==> src/agc_pkg.sv <==
// package of constants and carriers for the automatic gain loop controller
`default_nettype none
package agc_pkg;
  // gain codes count half-dB steps relative to the lowest gain (-28 dB)
  localparam int GAIN_W = 8;
  localparam int STEP_HALF_DB = 1;
  localparam logic [7:0] GAIN_MIN_CODE = 8'h00;   // -28 dB
  localparam logic [7:0] GAIN_ZERO_DB = 8'h38;    // 0 dB
  localparam logic [7:0] GAIN_TOP_CODE = 8'h74;   // 30 dB
  // level inputs in dB steps, signed around the pivot at 10 dBV
  localparam int LVL_W = 8;
  localparam logic signed [7:0] PIVOT_DBV = 8'sh0A;
  localparam logic [7:0] NEAR_BAND = 8'h01;       // dead band around target, half-dB codes
  localparam int TMR_W = 20;
  // register map
  localparam int ADDR_W = 4;
  localparam logic [3:0] REG_CTRL = 4'h0;
  localparam logic [3:0] REG_STAT = 4'h1;
  localparam logic [3:0] REG_GAIN = 4'h2;
  localparam logic [3:0] REG_LIM = 4'h3;
  localparam logic [3:0] REG_MAXG = 4'h4;
  localparam logic [3:0] REG_GATE = 4'h5;
  localparam logic [3:0] REG_ATK = 4'h6;
  localparam logic [3:0] REG_REL = 4'h7;
  localparam logic [3:0] REG_HOLD = 4'h8;
  localparam logic [3:0] REG_CUR = 4'h9;
  // control bit positions
  localparam int CTRL_AGC_EN = 0;
  localparam int CTRL_CMP_EN = 1;
  localparam int CTRL_HOLD_EN = 2;
  localparam int CTRL_SWSD = 5;
  localparam int STAT_FAULT = 3;
  localparam logic [1:0] RATIO_RESET = 2'h2;      // 4:1
  localparam int CTRL_RATIO_LSB = 3;
  typedef enum logic [1:0] {AGC_IDLE, AGC_RUN, AGC_SHUT} agc_mode_t;
  typedef struct packed {
    logic [ADDR_W-1:0] addr;
    logic [15:0] wdata;
    logic wr;
    logic rd;
  } agc_bus_t;
endpackage
`default_nettype wire

==> src/agc_ctrl.sv <==
// automatic gain loop controller with short-circuit fault handling
// ****************************************************************
// ****************************************************************
`default_nettype none
module agc_ctrl #(
  parameter int TMR_WIDTH = 20
) (
  input wire logic clk_i,
  input wire logic nrst_i,
  input wire logic shutdown_pin_n_i,
  input wire agc_pkg::agc_bus_t bus_i,
  output logic [15:0] rdata_o,
  input wire logic signed [7:0] in_level_i,
  input wire logic short_det_i,
  output logic [7:0] gain_o,
  output logic gain_step_o,
  output logic low_duty_o,
  output logic fault_o
);
  import agc_pkg::*;

  typedef struct packed {
    agc_mode_t mode;
    logic agc_en;
    logic cmp_en;
    logic hold_en;
    logic sw_shutdown;
    logic [1:0] ratio;
    logic [7:0] fixed_gain;
    logic [7:0] max_gain;
    logic signed [7:0] limit;
    logic signed [7:0] gate;
    logic [TMR_WIDTH-1:0] atk_set;
    logic [TMR_WIDTH-1:0] rel_set;
    logic [TMR_WIDTH-1:0] hold_set;
    logic [TMR_WIDTH-1:0] atk_cnt;
    logic [TMR_WIDTH-1:0] rel_cnt;
    logic [TMR_WIDTH-1:0] hold_cnt;
    logic last_down;
    logic [7:0] gain;
    logic step;
    logic low_duty;
    logic fault;
    logic [15:0] rdata;
  } agc_state_t;

  agc_state_t st_r;
  agc_state_t st_nxt;

  // ************************************************
  // helpers
  // ************************************************
  // clamp the fixed gain code into the range allowed by the compression mode
  function automatic logic [7:0] fix_clamp(input logic [7:0] g, input logic cmp);
    logic [7:0] lo;
    lo = cmp ? GAIN_MIN_CODE : GAIN_ZERO_DB;
    if (g < lo)
      return lo;
    else if (g > GAIN_TOP_CODE)
      return GAIN_TOP_CODE;
    else
      return g;
  endfunction

  // counter decrement that stops at zero
  function automatic logic [TMR_WIDTH-1:0] tick(input logic [TMR_WIDTH-1:0] c);
    return (c == '0) ? c : c - 1'b1;
  endfunction

  // ************************************************
  // target gain from the compression curve
  // ************************************************
  // target gain in half-dB codes: pivot at 10 dBV, fixed gain at the pivot,
  // slope below pivot (1-1/ratio) dB of gain per dB of input fall
  logic signed [11:0] below_piv;
  logic signed [11:0] boost;
  logic signed [11:0] target;
  logic signed [11:0] out_lvl;
  logic signed [11:0] gain_db;
  logic [7:0] cap;
  always_comb
  begin
    below_piv = 12'(PIVOT_DBV) - 12'(in_level_i);
    if (below_piv < 0)
      below_piv = '0;
    // ratio 0..3 -> 1:1, 2:1, 4:1, 8:1; boost in half-dB = 2*drop*(1-1/r)
    case (st_r.ratio)
      2'h0: boost = '0;
      2'h1: boost = below_piv;
      2'h2: boost = below_piv + (below_piv >>> 1);
      default: boost = below_piv + (below_piv >>> 1) + (below_piv >>> 2);
    endcase
    if (!st_r.cmp_en)
      boost = '0;
    target = 12'(st_r.fixed_gain) + boost;
    cap = (st_r.max_gain > GAIN_TOP_CODE) ? GAIN_TOP_CODE : st_r.max_gain;
    if (target > 12'(cap))
      target = 12'(cap);
    // signed cast keeps the halving arithmetic for gains below 0 dB
    gain_db = $signed(12'(st_r.gain) - 12'(GAIN_ZERO_DB)) >>> 1;
    out_lvl = 12'(in_level_i) + gain_db;
  end

  // decision terms
  logic over_limit;
  logic want_down;
  logic want_up;
  logic gated;
  logic up_ready;
  always_comb
  begin
    over_limit = out_lvl > 12'(st_r.limit);
    gated = in_level_i < st_r.gate;
    // dead band of one code keeps a steady input from toggling the gain
    want_down = over_limit || (12'(st_r.gain) > target + 12'(NEAR_BAND));
    want_up = !over_limit && (12'(st_r.gain) + 12'(NEAR_BAND) < target);
    // hold replaces release only after a decrease, when enabled and longer
    if (st_r.last_down && st_r.hold_en && st_r.hold_set > st_r.rel_set)
      up_ready = st_r.hold_cnt == '0;
    else
      up_ready = st_r.rel_cnt == '0;
  end

  // ************************************************
  // next state
  // ************************************************
  always_comb
  begin
    st_nxt = st_r;
    st_nxt.step = 1'b0;
    st_nxt.rdata = '0;
    st_nxt.atk_cnt = tick(st_r.atk_cnt);
    st_nxt.rel_cnt = tick(st_r.rel_cnt);
    st_nxt.hold_cnt = tick(st_r.hold_cnt);
    // register writes
    if (bus_i.wr)
    begin
      case (bus_i.addr)
        REG_CTRL:
        begin
          st_nxt.agc_en = bus_i.wdata[CTRL_AGC_EN];
          st_nxt.cmp_en = bus_i.wdata[CTRL_CMP_EN];
          st_nxt.hold_en = bus_i.wdata[CTRL_HOLD_EN];
          st_nxt.sw_shutdown = bus_i.wdata[CTRL_SWSD];
          st_nxt.ratio = bus_i.wdata[CTRL_RATIO_LSB +: 2];
        end
        REG_GAIN: st_nxt.fixed_gain = bus_i.wdata[7:0];
        REG_LIM: st_nxt.limit = bus_i.wdata[7:0];
        REG_MAXG: st_nxt.max_gain = bus_i.wdata[7:0];
        REG_GATE: st_nxt.gate = bus_i.wdata[7:0];
        REG_ATK: st_nxt.atk_set = TMR_WIDTH'(bus_i.wdata);
        REG_REL: st_nxt.rel_set = TMR_WIDTH'(bus_i.wdata);
        REG_HOLD: st_nxt.hold_set = TMR_WIDTH'(bus_i.wdata);
        default: st_nxt.rdata = '0;
      endcase
    end
    // a write of one to the fault bit clears it; a new short wins
    if (bus_i.wr && bus_i.addr == REG_STAT && bus_i.wdata[STAT_FAULT])
      st_nxt.fault = 1'b0;
    st_nxt.fixed_gain = fix_clamp(st_nxt.fixed_gain, st_nxt.cmp_en);
    // gain loop
    case (st_r.mode)
      AGC_SHUT:
      begin
        st_nxt.gain = fix_clamp(st_r.fixed_gain, st_r.cmp_en);
        st_nxt.low_duty = 1'b0;
        st_nxt.mode = AGC_RUN;
      end
      AGC_RUN:
      begin
        if (!st_r.agc_en)
          st_nxt.gain = st_r.fixed_gain;
        else if (!gated && st_r.atk_cnt == '0)
        begin
          if (want_down && st_r.gain > GAIN_MIN_CODE)
          begin
            st_nxt.gain = st_r.gain - 8'(STEP_HALF_DB);
            st_nxt.step = 1'b1;
            st_nxt.last_down = 1'b1;
          end
          else if (want_up && up_ready && st_r.gain < cap)
          begin
            st_nxt.gain = st_r.gain + 8'(STEP_HALF_DB);
            st_nxt.step = 1'b1;
            st_nxt.last_down = 1'b0;
          end
        end
        if (st_nxt.step)
        begin
          st_nxt.atk_cnt = st_r.atk_set;
          st_nxt.rel_cnt = st_r.rel_set;
          st_nxt.hold_cnt = st_r.hold_set;
        end
      end
      default: st_nxt.mode = AGC_SHUT;
    endcase
    if (short_det_i)
    begin
      st_nxt.low_duty = 1'b1;
      st_nxt.fault = 1'b1;
    end
    // shutdown (pin or bit) resets the loop and releases low duty mode
    if (!shutdown_pin_n_i || st_nxt.sw_shutdown)
    begin
      st_nxt.mode = AGC_SHUT;
      st_nxt.low_duty = 1'b0;
      st_nxt.atk_cnt = '0;
      st_nxt.rel_cnt = '0;
      st_nxt.hold_cnt = '0;
      st_nxt.last_down = 1'b0;
    end
    // register reads, data next cycle
    if (bus_i.rd)
    begin
      case (bus_i.addr)
        // read fields sit where the write decode takes them
        REG_CTRL: st_nxt.rdata = 16'({st_r.sw_shutdown, st_r.ratio,
                                     st_r.hold_en, st_r.cmp_en, st_r.agc_en});
        REG_STAT: st_nxt.rdata = 16'({st_r.low_duty, st_r.fault, 3'b000});
        REG_GAIN: st_nxt.rdata = 16'(st_r.fixed_gain);
        REG_LIM: st_nxt.rdata = 16'(st_r.limit);
        REG_MAXG: st_nxt.rdata = 16'(st_r.max_gain);
        REG_GATE: st_nxt.rdata = 16'(st_r.gate);
        REG_ATK: st_nxt.rdata = st_r.atk_set[15:0];
        REG_REL: st_nxt.rdata = st_r.rel_set[15:0];
        REG_HOLD: st_nxt.rdata = st_r.hold_set[15:0];
        REG_CUR: st_nxt.rdata = 16'(st_r.gain);
        default: st_nxt.rdata = '0;
      endcase
    end
  end

  // ************************************************
  // state register
  // ************************************************
  always_ff @(posedge clk_i or negedge nrst_i)
  begin
    if (!nrst_i)
    begin
      st_r <= '0;
      st_r.mode <= AGC_SHUT;
      st_r.agc_en <= 1'b1;
      st_r.cmp_en <= 1'b1;
      st_r.ratio <= RATIO_RESET;
      st_r.fixed_gain <= GAIN_ZERO_DB;
      st_r.max_gain <= GAIN_TOP_CODE;
      st_r.limit <= PIVOT_DBV;
      st_r.gate <= 8'sh80;
      st_r.gain <= GAIN_ZERO_DB;
    end
    else
      st_r <= st_nxt;
  end

  assign rdata_o = st_r.rdata;
  assign gain_o = st_r.gain;
  assign gain_step_o = st_r.step;
  assign low_duty_o = st_r.low_duty;
  assign fault_o = st_r.fault;

  // ************************************************
  // checks
  // ************************************************
  AST_SHORT_LOWDUTY: assert property (@(posedge clk_i) disable iff (!nrst_i)
    short_det_i && shutdown_pin_n_i && !st_nxt.sw_shutdown |=> low_duty_o)
    else $error("short did not force low duty");
  AST_LOWDUTY_HOLDS: assert property (@(posedge clk_i) disable iff (!nrst_i)
    low_duty_o && shutdown_pin_n_i && !st_nxt.sw_shutdown |=> low_duty_o)
    else $error("low duty left without shutdown");
  AST_FAULT_STICKY: assert property (@(posedge clk_i) disable iff (!nrst_i)
    fault_o && !(bus_i.wr && bus_i.addr == REG_STAT) |=> fault_o)
    else $error("fault flag lost");
  AST_ONE_STEP: assert property (@(posedge clk_i) disable iff (!nrst_i)
    gain_step_o |-> (gain_o == $past(gain_o) + 8'h01) || (gain_o == $past(gain_o) - 8'h01))
    else $error("gain step not one code");
  AST_GATE_FREEZE: assert property (@(posedge clk_i) disable iff (!nrst_i)
    gated && st_r.mode == AGC_RUN |=> !gain_step_o)
    else $error("gain moved below noise gate");
  AST_ATTACK_BLOCK: assert property (@(posedge clk_i) disable iff (!nrst_i)
    st_r.atk_cnt != '0 |=> !gain_step_o)
    else $error("gain moved while attack running");
  AST_TIMER_RELOAD: assert property (@(posedge clk_i) disable iff (!nrst_i)
    gain_step_o |-> st_r.atk_cnt == $past(st_r.atk_set) && st_r.rel_cnt == $past(st_r.rel_set))
    else $error("timers not reloaded on step");
  AST_GAIN_CAP: assert property (@(posedge clk_i) disable iff (!nrst_i)
    gain_step_o && !st_r.last_down |-> gain_o <= cap)
    else $error("gain above maximum");
  AST_FIXED_RANGE: assert property (@(posedge clk_i) disable iff (!nrst_i)
    !st_r.cmp_en |-> st_r.fixed_gain >= GAIN_ZERO_DB)
    else $error("fixed gain below 0 dB without compression");

  // fault flag: set by a short, cleared by a write of one unless a short lands
  AST_FAULT_SET: assert property (@(posedge clk_i) disable iff (!nrst_i)
    short_det_i |=> fault_o)
    else $error("short did not set fault flag");
  AST_FAULT_CLEAR: assert property (@(posedge clk_i) disable iff (!nrst_i)
    bus_i.wr && bus_i.addr == REG_STAT && bus_i.wdata[STAT_FAULT] && !short_det_i |=> !fault_o)
    else $error("fault flag not cleared by write");

  // either shutdown source must drop low duty mode at the next edge
  AST_SHUT_RELEASE: assert property (@(posedge clk_i) disable iff (!nrst_i)
    !shutdown_pin_n_i || st_nxt.sw_shutdown |=> !low_duty_o)
    else $error("shutdown did not release low duty");

  // gain source when the loop is parked or restarting
  AST_SHUT_LOADS: assert property (@(posedge clk_i) disable iff (!nrst_i)
    st_r.mode == AGC_SHUT |=> gain_o == $past(st_r.fixed_gain))
    else $error("gain not loaded from fixed gain");
  AST_FIXED_WHEN_OFF: assert property (@(posedge clk_i) disable iff (!nrst_i)
    st_r.mode == AGC_RUN && !st_r.agc_en |=> gain_o == $past(st_r.fixed_gain))
    else $error("gain differs from fixed gain with loop off");
  AST_FIXED_TOP: assert property (@(posedge clk_i) disable iff (!nrst_i)
    st_r.fixed_gain <= GAIN_TOP_CODE)
    else $error("fixed gain above top code");
  AST_GAIN_TOP: assert property (@(posedge clk_i) disable iff (!nrst_i)
    gain_o <= GAIN_TOP_CODE)
    else $error("gain above top code");

  // loop decisions; terms repeated so that a broken branch shows up
  AST_STEADY_HOLD: assert property (@(posedge clk_i) disable iff (!nrst_i)
    st_r.mode == AGC_RUN && st_r.agc_en && !want_down && !want_up |=> !gain_step_o)
    else $error("gain moved on a steady envelope");
  AST_LIMIT_DOWN: assert property (@(posedge clk_i) disable iff (!nrst_i)
    st_r.mode == AGC_RUN && st_r.agc_en && !gated && st_r.atk_cnt == '0 && over_limit
    && st_r.gain > GAIN_MIN_CODE |=> gain_step_o && gain_o == $past(gain_o) - 8'h01)
    else $error("gain not lowered above limiter");
  AST_RISE_UP: assert property (@(posedge clk_i) disable iff (!nrst_i)
    st_r.mode == AGC_RUN && st_r.agc_en && !gated && st_r.atk_cnt == '0 && !want_down
    && want_up && up_ready && st_r.gain < cap
    |=> gain_step_o && gain_o == $past(gain_o) + 8'h01)
    else $error("gain not raised below target");

  // increments wait out hold after a decrease when hold is enabled and longer, release otherwise
  AST_HOLD_WAIT: assert property (@(posedge clk_i) disable iff (!nrst_i)
    st_r.mode == AGC_RUN && st_r.last_down && st_r.hold_en && st_r.hold_set > st_r.rel_set
    && st_r.hold_cnt != '0 |=> !(gain_step_o && gain_o > $past(gain_o)))
    else $error("gain rose before hold ran out");
  AST_RELEASE_WAIT: assert property (@(posedge clk_i) disable iff (!nrst_i)
    st_r.mode == AGC_RUN && !st_r.hold_en && st_r.rel_cnt != '0
    |=> !(gain_step_o && gain_o > $past(gain_o)))
    else $error("gain rose before release ran out");
  AST_DOWN_RESTART: assert property (@(posedge clk_i) disable iff (!nrst_i)
    gain_step_o && gain_o < $past(gain_o) |-> st_r.last_down
    && st_r.hold_cnt == $past(st_r.hold_set))
    else $error("decrease did not restart hold timer");
endmodule
`default_nettype wire

==> config.mk <==
export PLATFORM = sky130hd
export DESIGN_NAME = agc_ctrl
export DESIGN_NICKNAME = d
export VERILOG_FILES = /design/src/agc_pkg.sv /design/src/agc_ctrl.sv
export SDC_FILE = /design/constraint.sdc
export NUM_CORES = 1
export LEC_CHECK = 0
export BUFFER_PORTS_ARGS = -buffer_cell sky130_fd_sc_hd__clkbuf_2
export CAP_MARGIN = 20
export CORE_MARGIN = 5
export CORE_UTILIZATION = 60
export CTS_CLUSTER_SIZE = 24
export DETAILED_ROUTE_END_ITERATION = 8
export GPL_ROUTABILITY_DRIVEN = 0
export PLACE_DENSITY = 0.78
export REMOVE_ABC_BUFFERS = 1
export SYNTH_ARGS = -nofsm -noshare
export SYNTH_HDL_FRONTEND = slang
export SYNTH_SLANG_ARGS = --single-unit
==> constraint.sdc <==
create_clock -name clk_i -period 20.2 [get_ports clk_i]
set_input_delay 0 -clock clk_i [delete_from_list [all_inputs] [get_ports clk_i]]
set_output_delay 0 -clock clk_i [all_outputs]
set_load 0.02 [all_outputs]
### Yosys cells after proc, flatten, opt, wreduce, memory -nomap -nowiden

Cells that the tools add are included.

* flip-flop bits (word level): 176
* bits of input ports: 34
* logic and storage cells: 144

* add/sub/neg operators: 13
* $lt $le $gt $ge: 14
* equal/unequal tests: 16
* muxes and demuxes: 44
* reduce and logical (&&, ||, !) cells: 35

Operator list (count)
* 16-bit case mux with 10 select lines: 1
* 61-bit two-way mux: 2
* 97-bit two-way mux: 1
* 8-bit two-way mux: 10
* 16-bit two-way mux: 4
* 20-bit zero test: 3
* 20-bit two-way mux: 3
* 60-bit two-way mux: 1
* 20-bit by 1-bit subtractor with 20-bit output (second input constant): 3
* 12-bit two-way mux: 3
* 12-bit case mux with 3 select lines: 1
* 10-bit two-way mux: 3
* 8-bit by 7-bit greater-than comparator with 1-bit output (second input constant): 3
* 4-bit by 3-bit == test with 1-bit output (second input constant): 4
* 16-bit greater-than comparator: 1
* 8-bit by 6-bit < comparator with 1-bit output: 2
* 8-bit < comparator: 2
* 8-bit case mux with 2 select lines: 1
* 2-bit AND reduction: 7
* 12-bit by 1-bit adder with 12-bit output (second input constant): 1
* 12-bit by 10-bit adder with 12-bit output: 1
* 12-bit by 11-bit adder with 12-bit output: 1
* 8-bit by 12-bit adder with 12-bit output: 1
* 12-bit by 8-bit greater-than comparator with 1-bit output: 1
* other kinds (33): 62

### Longest topological paths before layout

* depth in word-level cells: 22
* depth in mapped cells: 52
* mapped depth without buffers: 49

### Worst setup path after synthesis

No wires, ideal clock.

* path kind: in2reg
* start point: input port in_level_i[0]
* end point: register st_r, in the netlist gain_o[6]
* setup time: 139 ps
* arrival: 8267 ps
* path slack: 11793 ps
* stages on the path: 48
* path buffers: 3
* cell sequence: ha_1 o21ai_0 nand2_1 nand2_1 nand2b_1 inv_1 ha_1 inv_1 fa_1 inv_1 a21oi_1 maj3_1 nor2_1 xnor2_1 ha_1 nand3_1 nor2_1 a2111oi_0 [... 12 more ...] buf_6 mux2_2 ha_1 and3_1 nand3_1 o21ai_1 xor2_1 ha_1 nand3_1 o21ai_0 o31a_1 nand2b_1 o22a_1 buf_6 a41o_4 buf_6 a21oi_1 o41ai_2

* longest elaborated chain between the ends: 18

RTL lines
* from (decl): line agc_ctrl.sv:13 `input wire logic signed [7:0] in_level_i,`
* 5-bit by 8-bit subtractor with 9-bit output: line agc_ctrl.sv:83 `below_piv = 12'(PIVOT_DBV) - 12'(in_level_i);`
* 9-bit by 1-bit < comparator with 1-bit output: line agc_ctrl.sv:84 `if (below_piv < 0)`
* 12-bit two-way mux: line agc_ctrl.sv:84
* 12-bit by 11-bit adder with 12-bit output: line agc_ctrl.sv:90, agc_ctrl.sv:91
* 12-bit by 10-bit adder with 12-bit output: line agc_ctrl.sv:91 `default: boost = below_piv + (below_piv >>> 1) + (below_piv >>> 2);`
* 12-bit case mux with 3 select lines: line agc_ctrl.sv:87 `case (st_r.ratio)`
* 12-bit two-way mux: line agc_ctrl.sv:93 `if (!st_r.cmp_en)`
* 8-bit by 12-bit adder with 12-bit output: line agc_ctrl.sv:95 `target = 12'(st_r.fixed_gain) + boost;`
* [... 2 more ...]
* 12-bit by 1-bit adder with 12-bit output: line agc_ctrl.sv:115 `want_down = over_limit || (12'(st_r.gain) > target + 12'(NEAR_BAND));`
* 8-bit by 12-bit greater-than comparator with 1-bit output: line agc_ctrl.sv:115
* 1-bit logical OR: line agc_ctrl.sv:115
* 1-bit logical AND: line agc_ctrl.sv:175 `if (want_down && st_r.gain > GAIN_MIN_CODE)`
* 10-bit two-way mux: line agc_ctrl.sv:175
* 10-bit two-way mux: line agc_ctrl.sv:173 `else if (!gated && st_r.atk_cnt == '0)`
* 8-bit two-way mux: line agc_ctrl.sv:171 `if (!st_r.agc_en)`
* 8-bit case mux with 2 select lines: line agc_ctrl.sv:162 `case (st_r.mode)`
* to (signal assigned): line agc_ctrl.sv:252 `st_r <= st_nxt;`
* to (decl): line agc_ctrl.sv:47 `agc_state_t st_r;`

Parallel ways exist; a longest one is shown, timed or not. The select of a mux whose other input is x is not followed.
A chain may end at the register's enable or synchronous reset.

### Final worst setup path

* start point: input port in_level_i[1]
* end point: register st_r, in the netlist gain_o[0]

The elaborated chain is that of the path after synthesis.

==> summary.md <==
| Metric | Value |
|---|---|
| Status | completed |
| Worst-path clk slew | 80 ps |
| Crit path largest cell delay | 690 ps |
| Unrepaired setup endpoints after global routing | false |
| Post-CTS sizing | 0 |
| Hold Path Class | input port to register |
| Most common cell in the synthesized netlist | dfrtp_1 |
| Vias per cell | 6.37 |
| CP Launch Type | input port |
| Synth warn | 0 |
| Clock sink count | 176 |
| Total gr overflow | 0 |
| Crit share post-route | 47.3% |
| Reg2reg end | gain_o[0]$_DFFE_PN0P_ |
| Clk_lat worst skew | 440 ps |
| Ys flop type | dfrtp_1 |
| DP Wirelength | 26.2 mm |
| Commonest cells post-synth | 159 x dfrtp_1, 132 x nor2_1, 121 x nand2_1 |
| Post-CTS Setup Repair Bufs | 0 |
| Post-synthesis sequential area ratio | 33.0% |
| Reg2Reg Launch Point | st_r[181]$_DFFE_PN1P_ |
| Place WS | 10250 ps |
| Fmax | 0.105 GHz |
| # diodes | 0 |
| Min-delay src | bus_i[2] |
| Chip height | 160 µm |
| CP most frequent cell | ha_1 |
| Slew HR | 21.4% |
| H-tree depth | 4 |
| Ys async rst share | 100% |
| First-pass GRT wire length | 58.6 mm |
| Final setup margin | 10650 ps |
| Layout cell share with drive strength beyond 1 | 15.2% |
| Worst clock skew | 14.8 ps |
| FF-to-FF setup slack | 11930 ps |
| Die area | 25500 µm² |
| Netlist Area Pre-Place | 13400 µm² |
| Max-Cap Viols | 0 |
| # DRC | 0 |
| Worst path slowest cell | a211oi_4 |
| Seq cells post-synth | 176 |
| Hold path endpoint | st_r[88]$_DFFE_PN0P_ |
| Area growth syn-to-layout | 7.67% |
| Largest net degree at the start of global routing | 106 |
| Remaining antenna violation count | 0 |
| PwrDens | 138 nW/µm² |
| Starting Density | 61.3% |
| Gate Count Post-Synth | 1491 |
| Wire length per cell | 20.3 µm |
| Arr. time, crit path | 9840 ps |
| CTS Buf Count | 17 |
| Chip width | 160 µm |
| CORE AREA | 21900 µm² |
| Req. time, crit path | 20500 ps |
| Crit Path Category | input port to register |
| Root Driver | clkbuf_16 |
| Post-synth top area cell | dfrtp_1 |
| Max clock buf depth | 2 |
| I/O Buffers | 60 |
| Antenna violations before repair | 0 |
| Avg Inst Size Synth | 9.00 µm² |
| FP Rows | 54 |
| Slew Limit Fails | 0 |
| DRT Wirelength | 36.4 mm |
| Worst slew pin tran | 1170 ps |
| Nets | 1650 |
| Final setup TNS | 0 ps |
| Setup violators final | 0 |
| Cells taking the most area after synthesis | dfrtp_1 30%, ha_1 10%, mux2_2 6.5% |
| Ports | 61 |
| Critical path endpoint category | register |
| Number of synthesized flops with an enable pin | 0 |
| Total vias in the final route | 11500 |
| Worst IR Drop VDD | 0.000134 V |
| Top cell type's share of synthesized area | 29.7% |
| CP max FO | 49 |
| Worst r2r path cells | 32 |
| Worst hold path depth | 2 |
| Final Hold Fails | 0 |
| DR pass1 iterations | 6 |
| Pleak | 6.67 nW |
| CTS tree | built |
| Total track usage | 28.1% |
| Violation count after the first detailed-route iteration | 1243 |
| Vias in the first global route | 11100 |
| Final period demand of the worst path | 9550 ps |
| WHS | 32.6 ps |
| Library cells used by synthesis | 88 |
-- cell families after synthesis --
kind of cell / count (synthesis) / share of synthesized area, %
buffers and inverters: 184 / 6.28
DFF: 176 / 33.0
adders and majority gates: 114 / 10.8
and+or+nand+nor: 470 / 17.2
muxes: 105 / 8.67
other: 2 / 0.0560
xor gates and xnor gates: 92 / 6.06
AOI/OAI and AO/OA: 348 / 17.9
-- repair_timing --
action,CTS,global route
hold buffers,16,0
setup endpoints to repair,0,0
endpoints found under the hold margin,128,0
-- cell type report --
cell class | instances | area [µm²]
inverters | 92 | 347
fillers | 1783 | 7450
clock inverters | 14 | 185
well taps | 280 | 350
multi-input cells | 1133 | 8170
clock buffers | 18 | 439
flip-flops and latches | 176 | 4430
repair buffers | 84 | 527
-- report_power, final --
part	total [W]	internal, W	leakage [nW]	switching (W)
clock network	0.000340	0.000172	0.302	0.000167
logic	0.00108	0.000458	4.14	0.000626
registers	0.000565	0.000448	2.22	0.000117
total	0.00199	0.00108	6.67	0.000911
-- worst max path at each step --
stage	depth (start not counted)	startpoint	slack [ps]	endpoint
6_report	48	in_level_i[1]	10650	gain_o[0]$_DFFE_PN0P_
5_1_grt	48	in_level_i[1]	9640	st_r[65]$_DFF_PN0_
4_1_cts	48	in_level_i[1]	10700	st_r[45]$_DFF_PN0_
3_5_place_dp	48	in_level_i[1]	10250	st_r[45]$_DFF_PN0_
3_3_place_gp	48	in_level_i[1]	10700	st_r[45]$_DFF_PN0_
2_1_floorplan	45	in_level_i[0]	10160	gain_o[0]$_DFFE_PN0P_
-- sequential cells by signal (all words and copies together) (netlist names) --
name and cells:
gain_o 8, st_r 149, low_duty_o 1, gain_step_o 1, fault_o 1, rdata_o 16
-- metal layers --
layer	wire length, µm	part of all wire [%]	GRT usage, %	vias up
li1	-	-	-	5355
met1	16000	44	40.9	5520
met2	16200	45	42.4	504
met3	3290	9.0	5.70	76
met4	947	2.6	8.96	0
met5	0	0	0	-
-- per-stage QoR --
| stage | area [µm²] | power, W | cells | util, % |
|---|---|---|---|---|
| after floorplan | 12900 | 0.00135 | 1401 | - |
| after global placement | 13700 | 0.00158 | 1749 | 62.4 |
| after detailed placement | 13700 | 0.00162 | 1749 | 62.4 |
| after CTS | 14400 | 0.00197 | 1797 | 66.0 |
| after global routing | 14400 | 0.00214 | 1797 | 66.0 |
| final | 14400 | 0.00199 | 1797 | 66.0 |
-- critical path, delay by kind of cell --
family | cells | cell delay [ps]
AOI/OAI and AO/OA | 17 | 3820
xor gates and xnor gates | 3 | 530
buffers and inverters | 5 | 700
adders and majority gates | 8 | 2470
and+or+nand+nor | 13 | 1570
muxes | 2 | 730
-- cells in the final DEF (no fill, tap or decap), drive strengths merged, types with 18 or more instances in the layout --
cell type  instances
dfrtp            159
a21o              23
xnor2             54
o21a              18
nor3              39
o21ai             48
nor4              19
a211oi            39
a21oi             86
a22oi             22
nor2b             26
nand2b            26
mux2i             24
xor2              38
nand2            121
ha               108
nor2             132
inv               97
clkbuf            77
nand3             26
mux2              81
(Power assumes the default switching activity.)
